[src/ext_bus_pkg.sv]
// Purpose: constants of the external bus pin logic
// Assumes: one clock, straps stable around reset release
// Notes:   port code 00 = 32 bit, 01 = 8 bit, 10 = 16 bit
`default_nettype none
package ext_bus_pkg;
    localparam logic [1:0] PORT_32   = 2'h0;
    localparam logic [1:0] PORT_8    = 2'h1;
    localparam logic [1:0] PORT_16   = 2'h2;
    localparam logic [1:0] SZ_LONG   = 2'h0;
    localparam logic [1:0] SZ_BYTE   = 2'h1;
    localparam logic [1:0] SZ_WORD   = 2'h2;
    localparam logic [1:0] SZ_LINE   = 2'h3;
    localparam logic [1:0] FN_WE     = 2'h0;
    localparam logic [1:0] FN_CS     = 2'h1;
    localparam logic [1:0] FN_ADDR   = 2'h2;
    localparam logic [7:0] PIN_FUNC_RESET = 8'h00;
    localparam int         NUM_CS    = 8;
    localparam int         REGION_LSB = 12;
    localparam logic [15:0] CS0_BOOT_BASE = 16'h0000;
    localparam logic [15:0] CS0_BOOT_MASK = 16'hFFFF;
    localparam logic [3:0]  CS0_BOOT_WAITS = 4'hF;
    localparam logic [22:0] IACK_HIGH = 23'h7F_FFFF;
    typedef enum logic [2:0] {
        ST_IDLE  = 3'h0,
        ST_START = 3'h1,
        ST_ROW   = 3'h3,
        ST_COL   = 3'h2,
        ST_DATA  = 3'h6
    } state_type;
endpackage
`default_nettype wire

[src/ext_bus_addr_data_chipsel.sv]
// Purpose: address, data and chip-select pin logic of the external bus
// Assumes: inputs synchronous to clk; extMaster high while another master owns the bus
// Notes:   address pins are a mux of held transfer state, valid with transfer-begin
`default_nettype none
module ext_bus_addr_data_chipsel (
    input  wire logic             clk,
    input  wire logic             rst_n,
    input  wire logic [2:0]       priorityStrapPins,
    input  wire logic             reqValid,
    output logic                  reqReady,
    input  wire logic [27:0]      reqAddr,
    input  wire logic             reqWrite,
    input  wire logic [1:0]       transferSizeCode,
    input  wire logic             reqIack,
    input  wire logic             reqCpuSpace,
    input  wire logic [2:0]       reqIntLevel,
    input  wire logic [31:0]      reqWdata,
    output logic [31:0]           rdData,
    output logic                  rdValid,
    input  wire logic             pinFuncWe,
    input  wire logic [7:0]       pinFuncData,
    output logic [7:0]            pinFunctionSelectReg,
    input  wire logic             csCfgWe,
    input  wire logic [2:0]       csCfgSel,
    input  wire logic [15:0]      csCfgBase,
    input  wire logic [15:0]      csCfgMask,
    input  wire logic [1:0]       csCfgPort,
    input  wire logic             csCfgBurst,
    input  wire logic [3:0]       csCfgWaits,
    input  wire logic             csCfgIntTerm,
    input  wire logic             csCfgEnable,
    input  wire logic             csCfgCpuSpace,
    input  wire logic             defPortWe,
    input  wire logic [1:0]       defPortData,
    output logic [1:0]            defPortSize,
    input  wire logic [1:0][15:0] dramBankBase,
    input  wire logic [1:0][15:0] dramBankMask,
    input  wire logic [1:0]       dramBankEn,
    input  wire logic [1:0][1:0]  dramPortSize,
    input  wire logic [3:0]       dramColBits,
    input  wire logic [3:0]       dramWaits,
    input  wire logic             extMaster,
    input  wire logic [23:0]      addrIn,
    output logic [23:0]           addrOut,
    output logic                  addrOeN,
    input  wire logic [3:0]       muxPinIn,
    output logic [3:0]            muxPinOut,
    output logic [3:0]            muxPinOeN,
    input  wire logic [31:0]      dataIn,
    output logic [31:0]           dataOut,
    output logic                  dataOeN,
    input  wire logic             transferBeginInN,
    output logic                  transferBeginOutN,
    output logic                  transferBeginOeN,
    input  wire logic             transferAckN,
    output logic [3:0]            csN,
    output logic                  rowStrobeN,
    output logic                  colStrobeN
);
    // ------------------------------------------------------------
    // reset release and strap capture
    // ------------------------------------------------------------
    logic [1:0] rstSync_q;
    logic       rstN;
    logic       strapDone_q;

    always_ff @(posedge clk or negedge rst_n)
    begin
        if (!rst_n) rstSync_q <= 2'h0;
        else        rstSync_q <= {rstSync_q[0], 1'b1};
    end
    assign rstN = rstSync_q[1];

    always_ff @(posedge clk or negedge rstN)
    begin
        if (!rstN) strapDone_q <= 1'b0;
        else       strapDone_q <= 1'b1;
    end

    // ------------------------------------------------------------
    // helpers
    // ------------------------------------------------------------
    function automatic logic [4:0] portBytes(input logic [1:0] port);
        case (port)
            ext_bus_pkg::PORT_8:  portBytes = 5'h1;
            ext_bus_pkg::PORT_16: portBytes = 5'h2;
            default:              portBytes = 5'h4;
        endcase
    endfunction

    function automatic logic [4:0] sizeBytes(input logic [1:0] size);
        case (size)
            ext_bus_pkg::SZ_BYTE: sizeBytes = 5'h1;
            ext_bus_pkg::SZ_WORD: sizeBytes = 5'h2;
            ext_bus_pkg::SZ_LINE: sizeBytes = 5'h10;
            default:              sizeBytes = 5'h4;
        endcase
    endfunction

    function automatic logic regionHit(input logic [27:0] a, input logic [15:0] base,
                                       input logic [15:0] mask);
        regionHit = ((a[27:ext_bus_pkg::REGION_LSB] ^ base) & ~mask) == 16'h0000;
    endfunction

    // active-low lanes, bit 0 is the top byte lane
    function automatic logic [3:0] laneEnN(input logic [1:0] size, input logic [1:0] a,
                                           input logic [1:0] port);
        logic [3:0] on;
        on = 4'h0;
        case (port)
            ext_bus_pkg::PORT_8:  on = 4'h1;
            ext_bus_pkg::PORT_16:
                if (size == ext_bus_pkg::SZ_BYTE) on = a[0] ? 4'h2 : 4'h1;
                else                              on = 4'h3;
            default:
                if (size == ext_bus_pkg::SZ_BYTE)      on = 4'h1 << a;
                else if (size == ext_bus_pkg::SZ_WORD) on = a[1] ? 4'hC : 4'h3;
                else                                   on = 4'hF;
        endcase
        laneEnN = ~on;
    endfunction

    // ------------------------------------------------------------
    // configuration state
    // ------------------------------------------------------------
    logic [7:0]  pinFunc_q;
    logic [15:0] csBase_q  [ext_bus_pkg::NUM_CS];
    logic [15:0] csMask_q  [ext_bus_pkg::NUM_CS];
    logic [1:0]  csPort_q  [ext_bus_pkg::NUM_CS];
    logic [3:0]  csWaits_q [ext_bus_pkg::NUM_CS];
    logic [7:0]  csBurst_q, csIntTerm_q, csEn_q;
    logic        cs1Cpu_q;
    logic [1:0]  defPort_q;
    logic        cfgTouched_q;

    always_ff @(posedge clk or negedge rstN)
    begin
        if (!rstN) pinFunc_q <= ext_bus_pkg::PIN_FUNC_RESET;
        else if (pinFuncWe) pinFunc_q <= pinFuncData;
    end

    always_ff @(posedge clk or negedge rstN)
    begin
        if (!rstN)
        begin
            for (int k = 0; k < ext_bus_pkg::NUM_CS; k++)
            begin
                csBase_q[k]  <= ext_bus_pkg::CS0_BOOT_BASE;
                csMask_q[k]  <= ext_bus_pkg::CS0_BOOT_MASK;
                csPort_q[k]  <= ext_bus_pkg::PORT_32;
                csWaits_q[k] <= ext_bus_pkg::CS0_BOOT_WAITS;
            end
            csBurst_q    <= 8'h00;
            csIntTerm_q  <= 8'h00;
            csEn_q       <= 8'h01;
            cs1Cpu_q     <= 1'b0;
            defPort_q    <= ext_bus_pkg::PORT_32;
            cfgTouched_q <= 1'b0;
        end
        else if (!strapDone_q)
        begin
            defPort_q      <= priorityStrapPins[1:0];
            csPort_q[0]    <= priorityStrapPins[1:0];
            csIntTerm_q[0] <= priorityStrapPins[2];
        end
        else
        begin
            if (csCfgWe)
            begin
                csBase_q[csCfgSel]    <= csCfgBase;
                csMask_q[csCfgSel]    <= csCfgMask;
                csPort_q[csCfgSel]    <= csCfgPort;
                csWaits_q[csCfgSel]   <= csCfgWaits;
                csBurst_q[csCfgSel]   <= csCfgBurst;
                csIntTerm_q[csCfgSel] <= csCfgIntTerm;
                csEn_q[csCfgSel]      <= csCfgEnable;
                cfgTouched_q          <= 1'b1;
                if (csCfgSel == 3'h1) cs1Cpu_q <= csCfgCpuSpace;
            end
            if (defPortWe) defPort_q <= defPortData;
        end
    end

    // ------------------------------------------------------------
    // region decode, first enabled chip select wins, then DRAM; CPU space and iack decode to chip select 1 only
    // ------------------------------------------------------------
    logic [27:0] decAddr;
    logic        decCpu, hitCs, hitDram, hitBank;
    logic [2:0]  hitSel;

    always_comb
    begin
        hitCs   = 1'b0;
        hitDram = 1'b0;
        hitBank = 1'b0;
        hitSel  = 3'h0;
        if (decCpu)
        begin
            hitCs  = cs1Cpu_q && csEn_q[1];
            hitSel = 3'h1;
        end
        else
        begin
            for (int k = ext_bus_pkg::NUM_CS - 1; k >= 0; k--)
            begin
                if (csEn_q[k] && regionHit(decAddr, csBase_q[k], csMask_q[k]))
                begin
                    hitCs  = 1'b1;
                    hitSel = 3'(k);
                end
            end
            for (int b = 1; b >= 0; b--)
            begin
                if (!hitCs && dramBankEn[b] && regionHit(decAddr, dramBankBase[b],
                                                         dramBankMask[b]))
                begin
                    hitDram = 1'b1;
                    hitBank = 1'(b);
                end
            end
        end
    end

    // ------------------------------------------------------------
    // transfer sequencer
    // ------------------------------------------------------------
    ext_bus_pkg::state_type state_q;
    logic [27:0] addr_q;
    logic [31:0] wdata_q;
    logic [1:0]  size_q, port_q;
    logic [2:0]  level_q, csSel_q;
    logic        write_q, iack_q, ext_q, csHit_q, dram_q, burst_q, intTerm_q;
    logic [3:0]  waits_q, waitCnt_q, beatsLeft_q;
    logic        coreStart, extStart, ack, idleNow;
    logic [1:0]  newPort;
    logic [4:0]  stride;

    assign idleNow   = state_q == ext_bus_pkg::ST_IDLE;
    assign reqReady  = idleNow && strapDone_q && !extMaster;
    assign coreStart = reqValid && reqReady;
    assign extStart  = idleNow && strapDone_q && extMaster && !transferBeginInN;
    assign decCpu    = extStart ? 1'b0 : (reqCpuSpace || reqIack);
    assign decAddr   = extStart ? {muxPinIn, addrIn} : reqAddr;
    assign newPort   = hitCs ? csPort_q[hitSel] : hitDram ? dramPortSize[hitBank] : defPort_q;
    assign stride    = portBytes(port_q);
    assign ack       = state_q == ext_bus_pkg::ST_DATA &&
                       (!transferAckN || (intTerm_q && waitCnt_q == 4'h0));

    always_ff @(posedge clk or negedge rstN)
    begin
        if (!rstN)
        begin
            state_q <= ext_bus_pkg::ST_IDLE;
            {addr_q, wdata_q, size_q, port_q, level_q, csSel_q} <= '0;
            {write_q, iack_q, ext_q, csHit_q, dram_q, burst_q, intTerm_q} <= '0;
            {waits_q, waitCnt_q, beatsLeft_q} <= '0;
        end
        else
        begin
            case (state_q)
                ext_bus_pkg::ST_IDLE:
                    if (coreStart || extStart)
                    begin
                        addr_q      <= decAddr;
                        wdata_q     <= reqWdata;
                        write_q     <= coreStart && reqWrite;
                        size_q      <= coreStart ? transferSizeCode : ext_bus_pkg::SZ_LONG;
                        iack_q      <= coreStart && reqIack;
                        level_q     <= reqIntLevel;
                        ext_q       <= extStart;
                        csHit_q     <= hitCs;
                        csSel_q     <= hitSel;
                        dram_q      <= hitDram;
                        port_q      <= newPort;
                        burst_q     <= hitCs ? csBurst_q[hitSel] : 1'b1;
                        intTerm_q   <= hitCs ? csIntTerm_q[hitSel] : hitDram;
                        waits_q     <= hitCs ? csWaits_q[hitSel] : dramWaits;
                        waitCnt_q   <= hitCs ? csWaits_q[hitSel] : dramWaits;
                        beatsLeft_q <= extStart ? 4'h0 : 4'(
                            (sizeBytes(transferSizeCode) + portBytes(newPort) - 5'h1)
                            / portBytes(newPort) - 5'h1);
                        state_q     <= extStart ? (hitDram ? ext_bus_pkg::ST_ROW
                                                           : ext_bus_pkg::ST_DATA)
                                                : ext_bus_pkg::ST_START;
                    end
                ext_bus_pkg::ST_START:
                    state_q <= dram_q ? ext_bus_pkg::ST_ROW : ext_bus_pkg::ST_DATA;
                ext_bus_pkg::ST_ROW:
                    state_q <= ext_bus_pkg::ST_COL;
                ext_bus_pkg::ST_COL:
                    state_q <= ext_bus_pkg::ST_DATA;
                ext_bus_pkg::ST_DATA:
                    if (ack)
                    begin
                        waitCnt_q <= waits_q;
                        if (beatsLeft_q == 4'h0)
                            state_q <= ext_bus_pkg::ST_IDLE;
                        else
                        begin
                            beatsLeft_q <= beatsLeft_q - 4'h1;
                            addr_q      <= addr_q + 28'(stride);
                            wdata_q     <= wdata_q << (8 * stride);
                            // non-burst regions re-issue transfer-begin for every beat
                            state_q     <= dram_q ? ext_bus_pkg::ST_COL :
                                           burst_q ? ext_bus_pkg::ST_DATA :
                                                     ext_bus_pkg::ST_START;
                        end
                    end
                    else if (waitCnt_q != 4'h0)
                        waitCnt_q <= waitCnt_q - 4'h1;
                default:
                    state_q <= ext_bus_pkg::ST_IDLE;
            endcase
        end
    end

    // ------------------------------------------------------------
    // read capture
    // ------------------------------------------------------------
    always_ff @(posedge clk or negedge rstN)
    begin
        if (!rstN)
        begin
            rdData  <= 32'h0000_0000;
            rdValid <= 1'b0;
        end
        else
        begin
            if (ack && !write_q) rdData <= dataIn;
            rdValid <= ack && beatsLeft_q == 4'h0 && !ext_q;
        end
    end

    // ------------------------------------------------------------
    // pin drive
    // ------------------------------------------------------------
    logic [27:0] pinAddr;
    logic [7:0]  csNInt;
    logic [3:0]  weN;
    logic        rowPh, colPh;

    assign rowPh = state_q == ext_bus_pkg::ST_ROW;
    assign colPh = state_q == ext_bus_pkg::ST_COL;
    always_comb
    begin
        if (iack_q)     pinAddr = {ext_bus_pkg::IACK_HIGH, level_q, 2'h0};
        else if (rowPh) pinAddr = addr_q >> dramColBits;
        else if (colPh) pinAddr = addr_q & ~(28'hFFF_FFFF << dramColBits);
        else            pinAddr = addr_q;
    end
    assign addrOut = pinAddr[23:0];
    assign addrOeN = ext_q ? !(rowPh || colPh) : idleNow;
    assign transferBeginOutN = state_q != ext_bus_pkg::ST_START;
    assign transferBeginOeN  = ext_q || idleNow;
    assign dataOut   = wdata_q;
    assign dataOeN   = !(write_q && !idleNow);
    assign rowStrobeN = !rowPh;
    assign colStrobeN = !colPh;
    assign weN = (state_q == ext_bus_pkg::ST_DATA && write_q && !dram_q) ?
                 laneEnN(size_q, addr_q[1:0], port_q) : 4'hF;
    always_comb
    begin
        csNInt = 8'hFF;
        if (!idleNow && csHit_q) csNInt[csSel_q] = 1'b0;
    end
    assign csN = csNInt[3:0];
    assign pinFunctionSelectReg = pinFunc_q;
    assign defPortSize = defPort_q;

    always_comb
    begin
        for (int i = 0; i < 4; i++)
        begin
            case (pinFunc_q[2*i +: 2])
                ext_bus_pkg::FN_ADDR:
                begin
                    muxPinOut[i] = pinAddr[24+i];
                    muxPinOeN[i] = addrOeN;
                end
                ext_bus_pkg::FN_CS:
                begin
                    muxPinOut[i] = csNInt[4+i];
                    muxPinOeN[i] = 1'b0;
                end
                default:
                begin
                    muxPinOut[i] = weN[3-i];
                    muxPinOeN[i] = 1'b0;
                end
            endcase
        end
    end

    // ------------------------------------------------------------
    // checks
    // ------------------------------------------------------------
    property p_iack_addr;
        @(posedge clk) disable iff (!rstN)
        !transferBeginOutN && iack_q |-> addrOut[23:5] == 19'h7_FFFF &&
            addrOut[1:0] == 2'h0 && addrOut[4:2] == level_q;
    endproperty
    a_iack_addr: assert property (p_iack_addr) else $error("iack address wrong");
    property p_we_reset;
        @(posedge clk) disable iff (!rstN)
        !strapDone_q |-> muxPinOeN == 4'h0 && muxPinOut == 4'hF;
    endproperty
    a_we_reset: assert property (p_we_reset) else $error("upper pins not enables");
    property p_ts_addr;
        @(posedge clk) disable iff (!rstN)
        !transferBeginOutN |-> !addrOeN && !transferBeginOeN;
    endproperty
    a_ts_addr: assert property (p_ts_addr) else $error("address not valid with begin");
    property p_burst_step;
        @(posedge clk) disable iff (!rstN)
        ack && beatsLeft_q != 4'h0 && !dram_q |=> addr_q == $past(addr_q) + 28'($past(stride));
    endproperty
    a_burst_step: assert property (p_burst_step) else $error("burst address no step");
    property p_row_col;
        @(posedge clk) disable iff (!rstN)
        !rowStrobeN |-> !addrOeN ##1 (!colStrobeN && !addrOeN);
    endproperty
    a_row_col: assert property (p_row_col) else $error("row not followed by column");
    property p_ext_quiet;
        @(posedge clk) disable iff (!rstN)
        ext_q && !dram_q && !idleNow |-> addrOeN;
    endproperty
    a_ext_quiet: assert property (p_ext_quiet) else $error("outside master address driven");
    property p_capture;
        @(posedge clk) disable iff (!rstN)
        ack && !write_q |=> rdData == $past(dataIn);
    endproperty
    a_capture: assert property (p_capture) else $error("read data not captured");
    property p_write_drive;
        @(posedge clk) disable iff (!rstN)
        $rose(!transferBeginOutN) && write_q |-> !dataOeN [*2];
    endproperty
    a_write_drive: assert property (p_write_drive) else $error("write data not driven");
    property p_boot_only;
        @(posedge clk) disable iff (!rstN)
        !cfgTouched_q |-> csNInt[7:1] == 7'h7F;
    endproperty
    a_boot_only: assert property (p_boot_only) else $error("upper select asserted");
    property p_default_quiet;
        @(posedge clk) disable iff (!rstN)
        !csHit_q |-> csNInt == 8'hFF;
    endproperty
    a_default_quiet: assert property (p_default_quiet) else $error("select on default");
    c_iack: cover property (@(posedge clk) disable iff (!rstN) iack_q && !csN[1]);
    c_slave_dram: cover property (@(posedge clk) disable iff (!rstN) ext_q && !colStrobeN);
    c_burst: cover property (@(posedge clk) disable iff (!rstN) ack && beatsLeft_q == 4'h3);
endmodule
`default_nettype wire

[config.mk]
export PLATFORM = sky130hd
export DESIGN_NAME = ext_bus_addr_data_chipsel
export DESIGN_NICKNAME = d
export VERILOG_FILES = /design/src/ext_bus_pkg.sv /design/src/ext_bus_addr_data_chipsel.sv
export SDC_FILE = /design/constraint.sdc
export NUM_CORES = 1
export LEC_CHECK = 0
export ABC_AREA = 0
export BUFFER_PORTS_ARGS = -buffer_cell sky130_fd_sc_hd__buf_2
export CAP_MARGIN = 40
export CORE_ASPECT_RATIO = 0.75
export CORE_MARGIN = 8
export CORE_UTILIZATION = 25
export CTS_CLUSTER_DIAMETER = 50
export CTS_CLUSTER_SIZE = 12
export DETAILED_ROUTE_END_ITERATION = 6
export PLACE_DENSITY = 0.55
export SYNTH_ARGS = -nofsm -noshare
export SYNTH_HDL_FRONTEND = slang
export SYNTH_SLANG_ARGS = --single-unit
[constraint.sdc]
create_clock -name clk -period 12.8 [get_ports clk]
set_input_delay 0.64 -clock clk [delete_from_list [all_inputs] [get_ports clk]]
set_output_delay 0.64 -clock clk [all_outputs]
set_load 0.05 [all_outputs]
==> results of run 1 <==
==> final cells by class <==
| type | instances | area [um2] |
|---|---|---|
| multi-input cells | 1992 | 14900 |
| fillers | 11400 | 76300 |
| well taps | 1444 | 1810 |
| flip-flops and latches | 467 | 11900 |
| clock buffers | 78 | 1530 |
| repair buffers | 435 | 2380 |
| inverters | 68 | 255 |
| clock inverters | 28 | 349 |
| diodes | 11 | 27.5 |
==> cells by family (layout without fill, tap and decap cells) <==
family / count (synthesis) / after routing
XOR/XNOR: 209 / 209
AO/OA/AOI/OAI: 655 / 655
AND/OR/NAND/NOR: 642 / 642
adder cells (fa/ha/maj): 39 / 39
buffers and inverters: 231 / 609
flip-flops: 467 / 467
other: 1 / 13
multiplexers: 445 / 445
==> critical path, delay by kind of cell (launching register included) <==
family          cells  cell delay (ns)
xor+xnor            2             0.51
compound gates     18             3.77
flops               1             0.66
fa+ha+maj           8             2.48
buf+inv             2             0.16
simple gates       11             3.47
mux                 3             0.69
==> power by group through the flow <==
stage | sequential (uW) | clock, uW | combinational, uW
global route | 2520 | 1760 | 3830
global placement | 2460 | 0 | 3480
floorplan | 2670 | 0 | 2220
detailed placement | 2460 | 0 | 3490
finish | 2450 | 1670 | 3530
CTS | 2440 | 1700 | 3510
==> repair_timing <==
action | 4_1_cts | 5_1_grt
hold endpoints to repair | 2 | 0
buffers inserted | 0 | 0
resized for setup | 0 | 0
hold buffers | 1 | 0
==> metrics by stage <==
stage	hold WS (ns)	total power, uW	util (%)	area [um2]
floorplan	0.331	4890	-	27600
finish	0.203	7640	30.3	33200
global placement	0.328	5950	28.4	31100
detailed placement	0.332	5960	28.5	31200
CTS	0.164	7660	30.3	33100
global route	0.190	8110	30.3	33100
==> flip-flops by register name (all words and copies together) (netlist names), 3 cells and up <==
signal                cells
csSel_q                   3
csBurst_q                 8
level_q                   3
csWaits_q                32
waits_q                   4
state_q                   3
rdData                   32
waitCnt_q                 4
dataOut                  32
csEn_q                    8
beatsLeft_q               4
csBase_q                128
addr_q                   28
csPort_q                 16
csIntTerm_q               8
csMask_q                128
pinFunctionSelectReg      8
==> cell usage in the layout (no fill, tap or decap), types with 21 or more instances in the layout <==
cell,Yosys,layout
nand2b_1,23,23
nand3_1,54,54
a22oi_1,38,38
mux2_2,365,365
nand2_1,197,197
nor3_1,33,30
a22o_1,22,22
dfstp_2,161,161
buf_2,10,390
o21ai_0,165,165
o211ai_1,22,22
a21oi_1,136,135
a31oi_1,21,21
xnor2_1,196,196
nor2_1,174,167
o22ai_1,68,68
dfrtp_1,306,305
clkbuf_16,0,56
inv_1,64,64
buf_4,3,37
nor3b_1,47,47
mux2i_1,69,69
ha_1,37,37
==> worst min-delay path by stage <==
stage | startpoint | slack (ns) | end | cells after the start
after CTS | pinFuncData[2] | 0.16 | pinFunctionSelectReg[2] | 3
final | reqWrite | 0.20 | write_q | 3
after global routing | pinFuncData[5] | 0.19 | pinFunctionSelectReg[5] | 3
after detailed placement | rstSync_q[1] | 0.33 | rdData[10] | 0
after floorplan | rstSync_q[0] | 0.33 | rstSync_q[1] | 0
after global placement | rstSync_q[1] | 0.33 | rdData[10] | 0
==> per-layer routing <==
| layer | global-route usage [%] | vias up | wire length [um] |
|---|---|---|---|
| met2 | 26.1 | 1008 | 47900 |
| met4 | 4.27 | 18 | 2860 |
| met5 | 0 | - | 113 |
| met3 | 7.62 | 183 | 13600 |
| li1 | - | 10500 | - |
| met1 | 26.4 | 11900 | 52900 |
==> results.yml, run 1 <==
critical_path:
  crit_required_ns: 13.29
  crit_path_max_incr_delay_ns: 0.77
  critPathLaunchType: "flip-flop"
  r2r_cells: 44
  crit_start: "state_q[0]"
  cp_common_cell: "ha_1"
  crit_type: "reg2reg"
  rrSetupSlack_ns: 0.88
  r2r_end: "beatsLeft_q[2]"
  regToRegStartpoint: "state_q[0]"
  crit_end: "beatsLeft_q[2]"
  cp.arrival_ns: 12.41
  end_kind: "flip-flop"
  cp_max_fo: 34
  cpMaxStageDelayCell: "or4_1"
clock_tree:
  clkTransAtPathRegs_ns: 0.07
  root_buffer: "clkbuf_16"
  cts_buffers: 56
  clk_path_buf_depth: 3
  clkSinkCount: 467
  tritoncts: "yes"
  cts_max_level: 2
  insertion_delay_ns: 0.66
layout:
  drive_above_1_share_pct: 36.1
  syn2layout_area_growth_pct: 20.0
  fin_cells: 4523
  nets: 3332
power_and_ir_drop:
  ir_worst_vdd_v: 0.000194
  power_switching_uw: 3390
  pwr-share-clk_pct: 21.8
  intPower_uw: 4250
  pwr-share-seq_pct: 32.1
  power_leakage_uw: 0.0135
  powerDensity_nw_per_um2: 231
  p_comb_share_pct: 46.1
  power.share.switching_pct: 44.4
synthesis:
  synth_ff_type: "dfrtp_1"
  yosysMostFrequentCell: "mux2_2"
  synth-adder-area-share_pct: 1.82
  ys_seq_area_share_pct: 43.0
  synth_top_area_share_pct: 27.7
  synth_area_leader_cell: "dfrtp_1"
  yosysWarnings: 0
  ys_ff_latch: 467
  async_flop_share_pct: 100
  syn_inst: 2689
  synth.area.top_cells: "dfrtp_1, dfstp_2, mux2_2"
  yosysUniqueCellTypes: 98
  synthesis.area_um2: 27600
  synth_simple_gate_area_share_pct: 11.3
  synthMuxAreaShare_pct: 18.3
  synth_top_family_by_area: "multiplexers"
  synth_edf_count: 0
  synth_compound_area_share_pct: 15.5
  synth_xor_area_share_pct: 6.63
  avgSynthCellArea_um2: 10.3
  synth.cells.most_frequent: "mux2_2, dfrtp_1, nand2_1"
outcome:
  status: "finished, final reports clean"
placed_design:
  placedCellCount: 4405
  place_ws_ns: 0.922
  place_congestion: 1.00
  io_buffers: 390
  hpwl_um: 87600
timing:
  setup_violations: 0
  max_freq_mhz: 83.9
  period_share_pct: 93.1
  rsz0062_at_grt: "false"
  slew_headroom_pct: 28.1
  worst_pin_slew_ns: 1.08
  skew_ns: 0.0312
  final.min_clock_period_ns: 11.92
  setup_ws_ns: 0.880
  fin_tns_setup_ns: 0
  hold_viol: 0
  slew_violations: 0
route:
  dr.pass1.iters: 6
  drc: 0
  wl_per_cell_um: 26.0
  vias_per_cell: 5.22
  antenna_left: 0
  vias: 23600
  dr.first_iter.drc_count: 2210
  postRouteWirelength_um: 117000
global_route:
  track_usage_pct: 18.6
  grt_overflow: 0
  first_global_vias: 23400
  antenna_found_initial: 32
  grt_pass1_wl_um: 170000
  grt_max_degree: 159
floorplan:
  core_area_um2: 109000
  ios: 391
  die-width_um: 400
  dieArea_um2: 121000
  chipHeight_um: 304
  start_util_pct: 25.2
  rows: 105
worst_hold_path:
  min_path_type: "in2reg"
flow_run:
  cap_violations: 0
Note: power is estimated with default switching activity, not from simulation.
==> inputs of run 2 (changes only) <==
Settings changed: CTS_BUF_LIST set to sky130_fd_sc_hd__clkbuf_4.
==> run 2 against run 1 <==
Compared with the run above: the flow now finishes with violations (DRC); cell count increased by 2.4%; sequential power barely moved; combinational power about the same; non-clock buffer count up 106; die area unchanged; register-to-register slack hardly changed; final area grew 0.29%; routed wire length up 0.90%; hold slack worse by 0.095 ns; sequential share of layout area fell by 0.10 points; global-route usage grew 0.19 points; first-iteration DRC count up 2.3%; critical path type unchanged; critical endpoint unchanged; highest routed layer unchanged.
==> results.yml, run 2 (synthesis results as in run 1) <==
worst_hold_path:
  min_path_type: "in2reg"
critical_path:
  cp_max_fo: 34
  crit_required_ns: 13.58
  crit_path_max_incr_delay_ns: 0.76
  cp.arrival_ns: 12.69
  critPathLaunchType: "flip-flop"
  crit_type: "reg2reg"
  end_kind: "flip-flop"
  cpMaxStageDelayCell: "or4_1"
  cp_common_cell: "ha_1"
global_route:
  track_usage_pct: 18.8
  grt_max_degree: 159
  grt_pass1_wl_um: 173000
  use_met2_pct: 26.9
  first_global_vias: 24000
  grtUsageMet3_pct: 7.43
  antenna_found_initial: 33
  grt_overflow: 0
  top_usage_layer: "met2"
  met1_usage_pct: 26.5
timing:
  rsz0062_at_grt: "false"
  final.min_clock_period_ns: 11.91
  slew_violations: 0
  setup_violations: 0
  skew_ns: 0.0575
  hold_viol: 0
  worst_pin_slew_ns: 1.04
  period_share_pct: 93.1
  slew_headroom_pct: 30.4
  max_freq_mhz: 83.9
  fin_tns_setup_ns: 0
layout:
  drive_above_1_share_pct: 35.3
  final_common_cell: "buf_2"
  top_regs: "csBase_q: 128 flops, csMask_q: 128 flops"
  nets: 3438
  layout_common_cells: "buf_2, mux2_2, dfrtp_1, nand2_1, xnor2_1"
  syn2layout_area_growth_pct: 20.4
route:
  wl_per_cell_um: 25.6
  vias_per_cell: 5.20
  dr.pass1.iters: 7
  postRouteWirelength_um: 119000
  drc: 2
  antenna_left: 0
  vias: 24100
  dr.first_iter.drc_count: 2261
floorplan:
  die-width_um: 400
  rows: 105
  start_util_pct: 25.2
  chipHeight_um: 304
  ios: 391
  core_area_um2: 109000
  dieArea_um2: 121000
flow_run:
  cap_violations: 0
clock_tree:
  cts_buffers: 56
  insertion_delay_ns: 0.92
  cts_max_level: 2
  clk_path_buf_depth: 3
  clkTransAtPathRegs_ns: 0.12
  clkSinkCount: 467
  root_buffer: "clkbuf_4"
  tritoncts: "yes"
  ctsResizeCount: 0
placed_design:
  place_congestion: 1.00
  hpwl_um: 87600
  io_buffers: 390
power_and_ir_drop:
  powerDensity_nw_per_um2: 211
  ir_worst_vdd_v: 0.000194
  power_leakage_uw: 0.0136
  power.total_uw: 7030
outcome:
  status: "finished, violations left"
  violations: "DRC"
-- run 2: cell types whose count changed in the layout (fill, tap and decap cells not counted), sizes merged --
cell         delta
dlygate4sd3   +106
clkinvlp        +1
diode           +2
bufinv          +1
inv             -1
clkinv          +4
clkbuf          -5
-- run 2: where the power goes --
group / internal, uW / switching (uW) / total, uW
combinational: 1320 / 2240 / 3560
clock: 407 / 617 / 1020
sequential: 2000 / 454 / 2450
total: 3730 / 3310 / 7030
-- run 2: path summary, 6_finish.rpt --
kind,start,endpoint,slack [ns],cells past startpoint
worst max-delay path,state_q[0],beatsLeft_q[2],0.89,44
worst min-delay path,defPortWe,defPortSize[0],0.11,3
worst max register to register,state_q[0],beatsLeft_q[2],0.89,44
worst min register to register,rstSync_q[1],csPort_q[14],0.31,0
max in group asynchronous,rstSync_q[1],csBase_q[99],10.37,2
min in group asynchronous,rstSync_q[1],csPort_q[14],0.31,0
-- run 2: layer usage --
| metal | share of wire [%] | vias to the layer above |
|---|---|---|
| met5 | 0.085 | - |
| met4 | 2.3 | 16 |
| met3 | 12 | 177 |
| met2 | 41 | 1122 |
| met1 | 44 | 12100 |
| li1 | - | 10700 |
-- run 2: repair_timing --
action                    CTS  global route
setup buffers               0             0
hold endpoints to repair  102             0
hold buffers              107             0
-- run 2: layout make-up --
type / count / area (um2)
repair buffers: 541 / 3440
inverters: 68 / 255
well taps: 1444 / 1810
flip-flops and latches: 467 / 11900
fillers: 11400 / 76200
clock inverters: 33 / 364
multi-input cells: 1992 / 14900
clock buffers: 73 / 548
diodes: 13 / 32.5
-- run 2: through the flow --
stage	area [um2]	util (%)	hold WS, ns	setup slack, ns	cells
floorplan	27600	-	0.331	3.09	2690
global placement	31100	28.4	0.328	0.983	4397
detailed placement	31200	28.5	0.332	0.922	4405
CTS	33200	30.4	0.00233	0.920	4618
global route	33200	30.4	0.0190	0.00564	4624
finish	33300	30.4	0.108	0.887	4631
-- run 2: worst max-delay path: cells and delay by family, from the launching register on --
kind            cells  cell delay [ns]
buf+inv             2             0.17
flops               1             0.68
compound gates     18             3.75
xor+xnor            2             0.51
mux                 3             0.68
fa+ha+maj           8             2.48
simple gates       11             3.47
==> inputs of run 3 (changes only) <==
Settings changed: ABC_AREA 0 to 1, PLACE_DENSITY 0.55 to unset.
==> run 3 against run 2 <==
Compared with the run above: routed wire length decreased by 18%; synthesized cell count increased by 24%; power decreased by 8.1%; largest power group unchanged; non-clock buffer count decreased by 53; final area decreased by 6.1%; sequential power decreased by 7%; highest routed layer unchanged; clock-buffer cell count increased by 10; global-route usage decreased by 2.6 points; clock power increased by 14%; flip-flop and latch count unchanged; first-iteration DRC count decreased by 2.2%; setup slack improved by 0.30 ns; the flow now finishes without violations.
==> results.yml, run 3 <==
power_and_ir_drop:
  ir_worst_vdd_v: 0.000175
  power.share.switching_pct: 47.6
  powerDensity_nw_per_um2: 207
  power_switching_uw: 3070
  intPower_uw: 3390
  power_leakage_uw: 0.0150
  pwr-share-clk_pct: 17.9
  power.total_uw: 6460
  p_comb_share_pct: 47.0
  pwr-share-seq_pct: 35.1
layout:
  fin_cells: 5172
  final_common_cell: "nand2_1"
  drive_above_1_share_pct: 22.1
  fill_cells: 11200
  top_regs: "csBase_q: 128 flops, csMask_q: 128 flops"
  nets: 4057
  syn2layout_area_growth_pct: 19.6
  layout_common_cells: "nand2_1, o21ai_0, buf_2, inv_1, dfrtp_1"
critical_path:
  cp_max_fo: 34
  crit_type: "reg2reg"
  crit_required_ns: 13.50
  cp_common_cell: "nand2_1"
  r2r_cells: 65
  cp_top_family: "simple AND/OR/NAND/NOR gates"
  cp.arrival_ns: 12.31
  cpMaxStageDelayCell: "dfrtp_1"
  crit_buf_inv: 8
  crit_path_max_incr_delay_ns: 0.45
  path_depth: 65
  end_kind: "flip-flop"
  critPathLaunchType: "flip-flop"
synthesis:
  yosysMostFrequentCell: "nand2_1"
  avgSynthCellArea_um2: 7.82
  ys_ff_latch: 467
  synth_area_leader_cell: "dfrtp_1"
  synth.cells.most_frequent: "nand2_1, o21ai_0, inv_1"
  synth_edf_count: 0
  async_flop_share_pct: 100
  synth_ff_type: "dfrtp_1"
  yosysUniqueCellTypes: 65
  synth_top_area_share_pct: 29.3
  yosysWarnings: 0
  synthesis.area_um2: 26100
  ys_seq_area_share_pct: 45.6
  syn_inst: 3337
  synth.area.top_cells: "dfrtp_1, dfstp_2, nand2_1"
global_route:
  grt_max_degree: 185
  grt_overflow: 0
  antenna_found_initial: 28
  grt_pass1_wl_um: 146000
  track_usage_pct: 16.2
  first_global_vias: 23300
floorplan:
  start_util_pct: 25.2
  dieArea_um2: 115000
  die-width_um: 389
  ios: 391
  chipHeight_um: 296
  core_area_um2: 103000
  rows: 102
placed_design:
  place_congestion: 0.931
  io_buffers: 390
  hpwl_um: 72200
  placedCellCount: 4961
timing:
  skew_ns: 0.0996
  final.min_clock_period_ns: 11.62
  worst_pin_slew_ns: 1.15
  slew_violations: 0
  max_freq_mhz: 86.1
  period_share_pct: 90.8
  rsz0062_at_grt: "false"
  hold_viol: 0
  whs_ns: 0.102
  fin_tns_setup_ns: 0
  setup_violations: 0
  slew_headroom_pct: 23.1
flow_run:
  cap_violations: 0
clock_tree:
  cts_buffers: 73
  tritoncts: "yes"
  clkSinkCount: 467
  clkTransAtPathRegs_ns: 0.13
  insertion_delay_ns: 0.88
  cts_max_level: 3
  root_buffer: "clkbuf_4"
  clk_path_buf_depth: 3
route:
  antenna_left: 0
  drc: 0
  vias_per_cell: 4.71
  dr.first_iter.drc_count: 2212
  dr.pass1.iters: 7
  postRouteWirelength_um: 97400
  wl_per_cell_um: 18.8
  vias: 24400
worst_hold_path:
  whs_path_depth: 3
  min_path_type: "in2reg"
outcome:
  status: "finished, final reports clean"
-- run 3: area by class of cell --
cell class                 instances  area [um2]  area share [%]
antenna                           16        40.0           0.128
clock buffer                      83         623            2.00
sequential                       467       11900            38.1
multi-input combinational       2341       12100            38.8
tap                             1352        1690            5.42
inverter                         374        1410            4.51
timing repair buffer             488        2920            9.34
clock inverter                    51         531            1.70
-- run 3: final timing paths --
check                              from              to  slack [ns]
setup / recovery             state_q[1]  beatsLeft_q[3]        1.18
hold / removal             reqWdata[12]     dataOut[12]        0.10
setup reg to reg             state_q[1]  beatsLeft_q[3]        1.18
hold reg to reg            rstSync_q[1]      dataOut[0]        0.36
max in group asynchronous  rstSync_q[1]    csBase_q[48]       10.54
min in group asynchronous         rst_n    rstSync_q[0]        0.18
-- run 3: per-layer routing --
metal	routed length (um)	GRT usage, %
met1	43900	22.3
met3	6200	3.42
met2	44300	25.3
met5	135	0
met4	2900	5.52
-- run 3: power groups by stage --
stage          Combinational [uW]  Sequential (uW)  Clock, uW
3_3_place_gp                 2980             2280          0
5_1_grt                      3340             2320       1250
2_1_floorplan                1830             2560          0
4_1_cts                      3040             2260       1190
6_report                     3040             2270       1160
3_5_place_dp                 3010             2280          0
-- run 3: kinds of logic after synthesis --
| kind of cell | Yosys count | synth area share, % |
|---|---|---|
| other | 1 | 0.0144 |
| buffers and inverters | 530 | 8.18 |
| adder cells (fa/ha/maj) | 39 | 1.93 |
| XOR/XNOR | 81 | 2.72 |
| AND/OR/NAND/NOR | 1410 | 23.3 |
| multiplexers | 56 | 2.34 |
| AO/OA/AOI/OAI | 753 | 16.0 |
| flip-flops | 467 | 45.6 |
-- run 3: per-stage QoR --
step | area [um2] | setup WS [ns] | utilization, %
global placement | 29300 | 0.346 | 28.4
CTS | 31100 | 0.584 | 30.1
floorplan | 26100 | 3.40 | -
detailed placement | 29400 | 0.144 | 28.4
global route | 31200 | 0.0453 | 30.2
finish | 31200 | 1.18 | 30.2
-- run 3: timing repair --
| action | CTS | global route |
|---|---|---|
| gates resized for setup | 0 | 2 |
| hold endpoints to repair | 57 | 0 |
| setup endpoints to repair | 0 | 4 |
| buffers inserted | 0 | 4 |
| hold buffers | 57 | 0 |
-- run 3: worst min-delay path, delay by kind of cell --
family | cells | cell delay [ns]
AOI/OAI and AO/OA | 2 | 0.18
buffers and inverters | 1 | 0.08
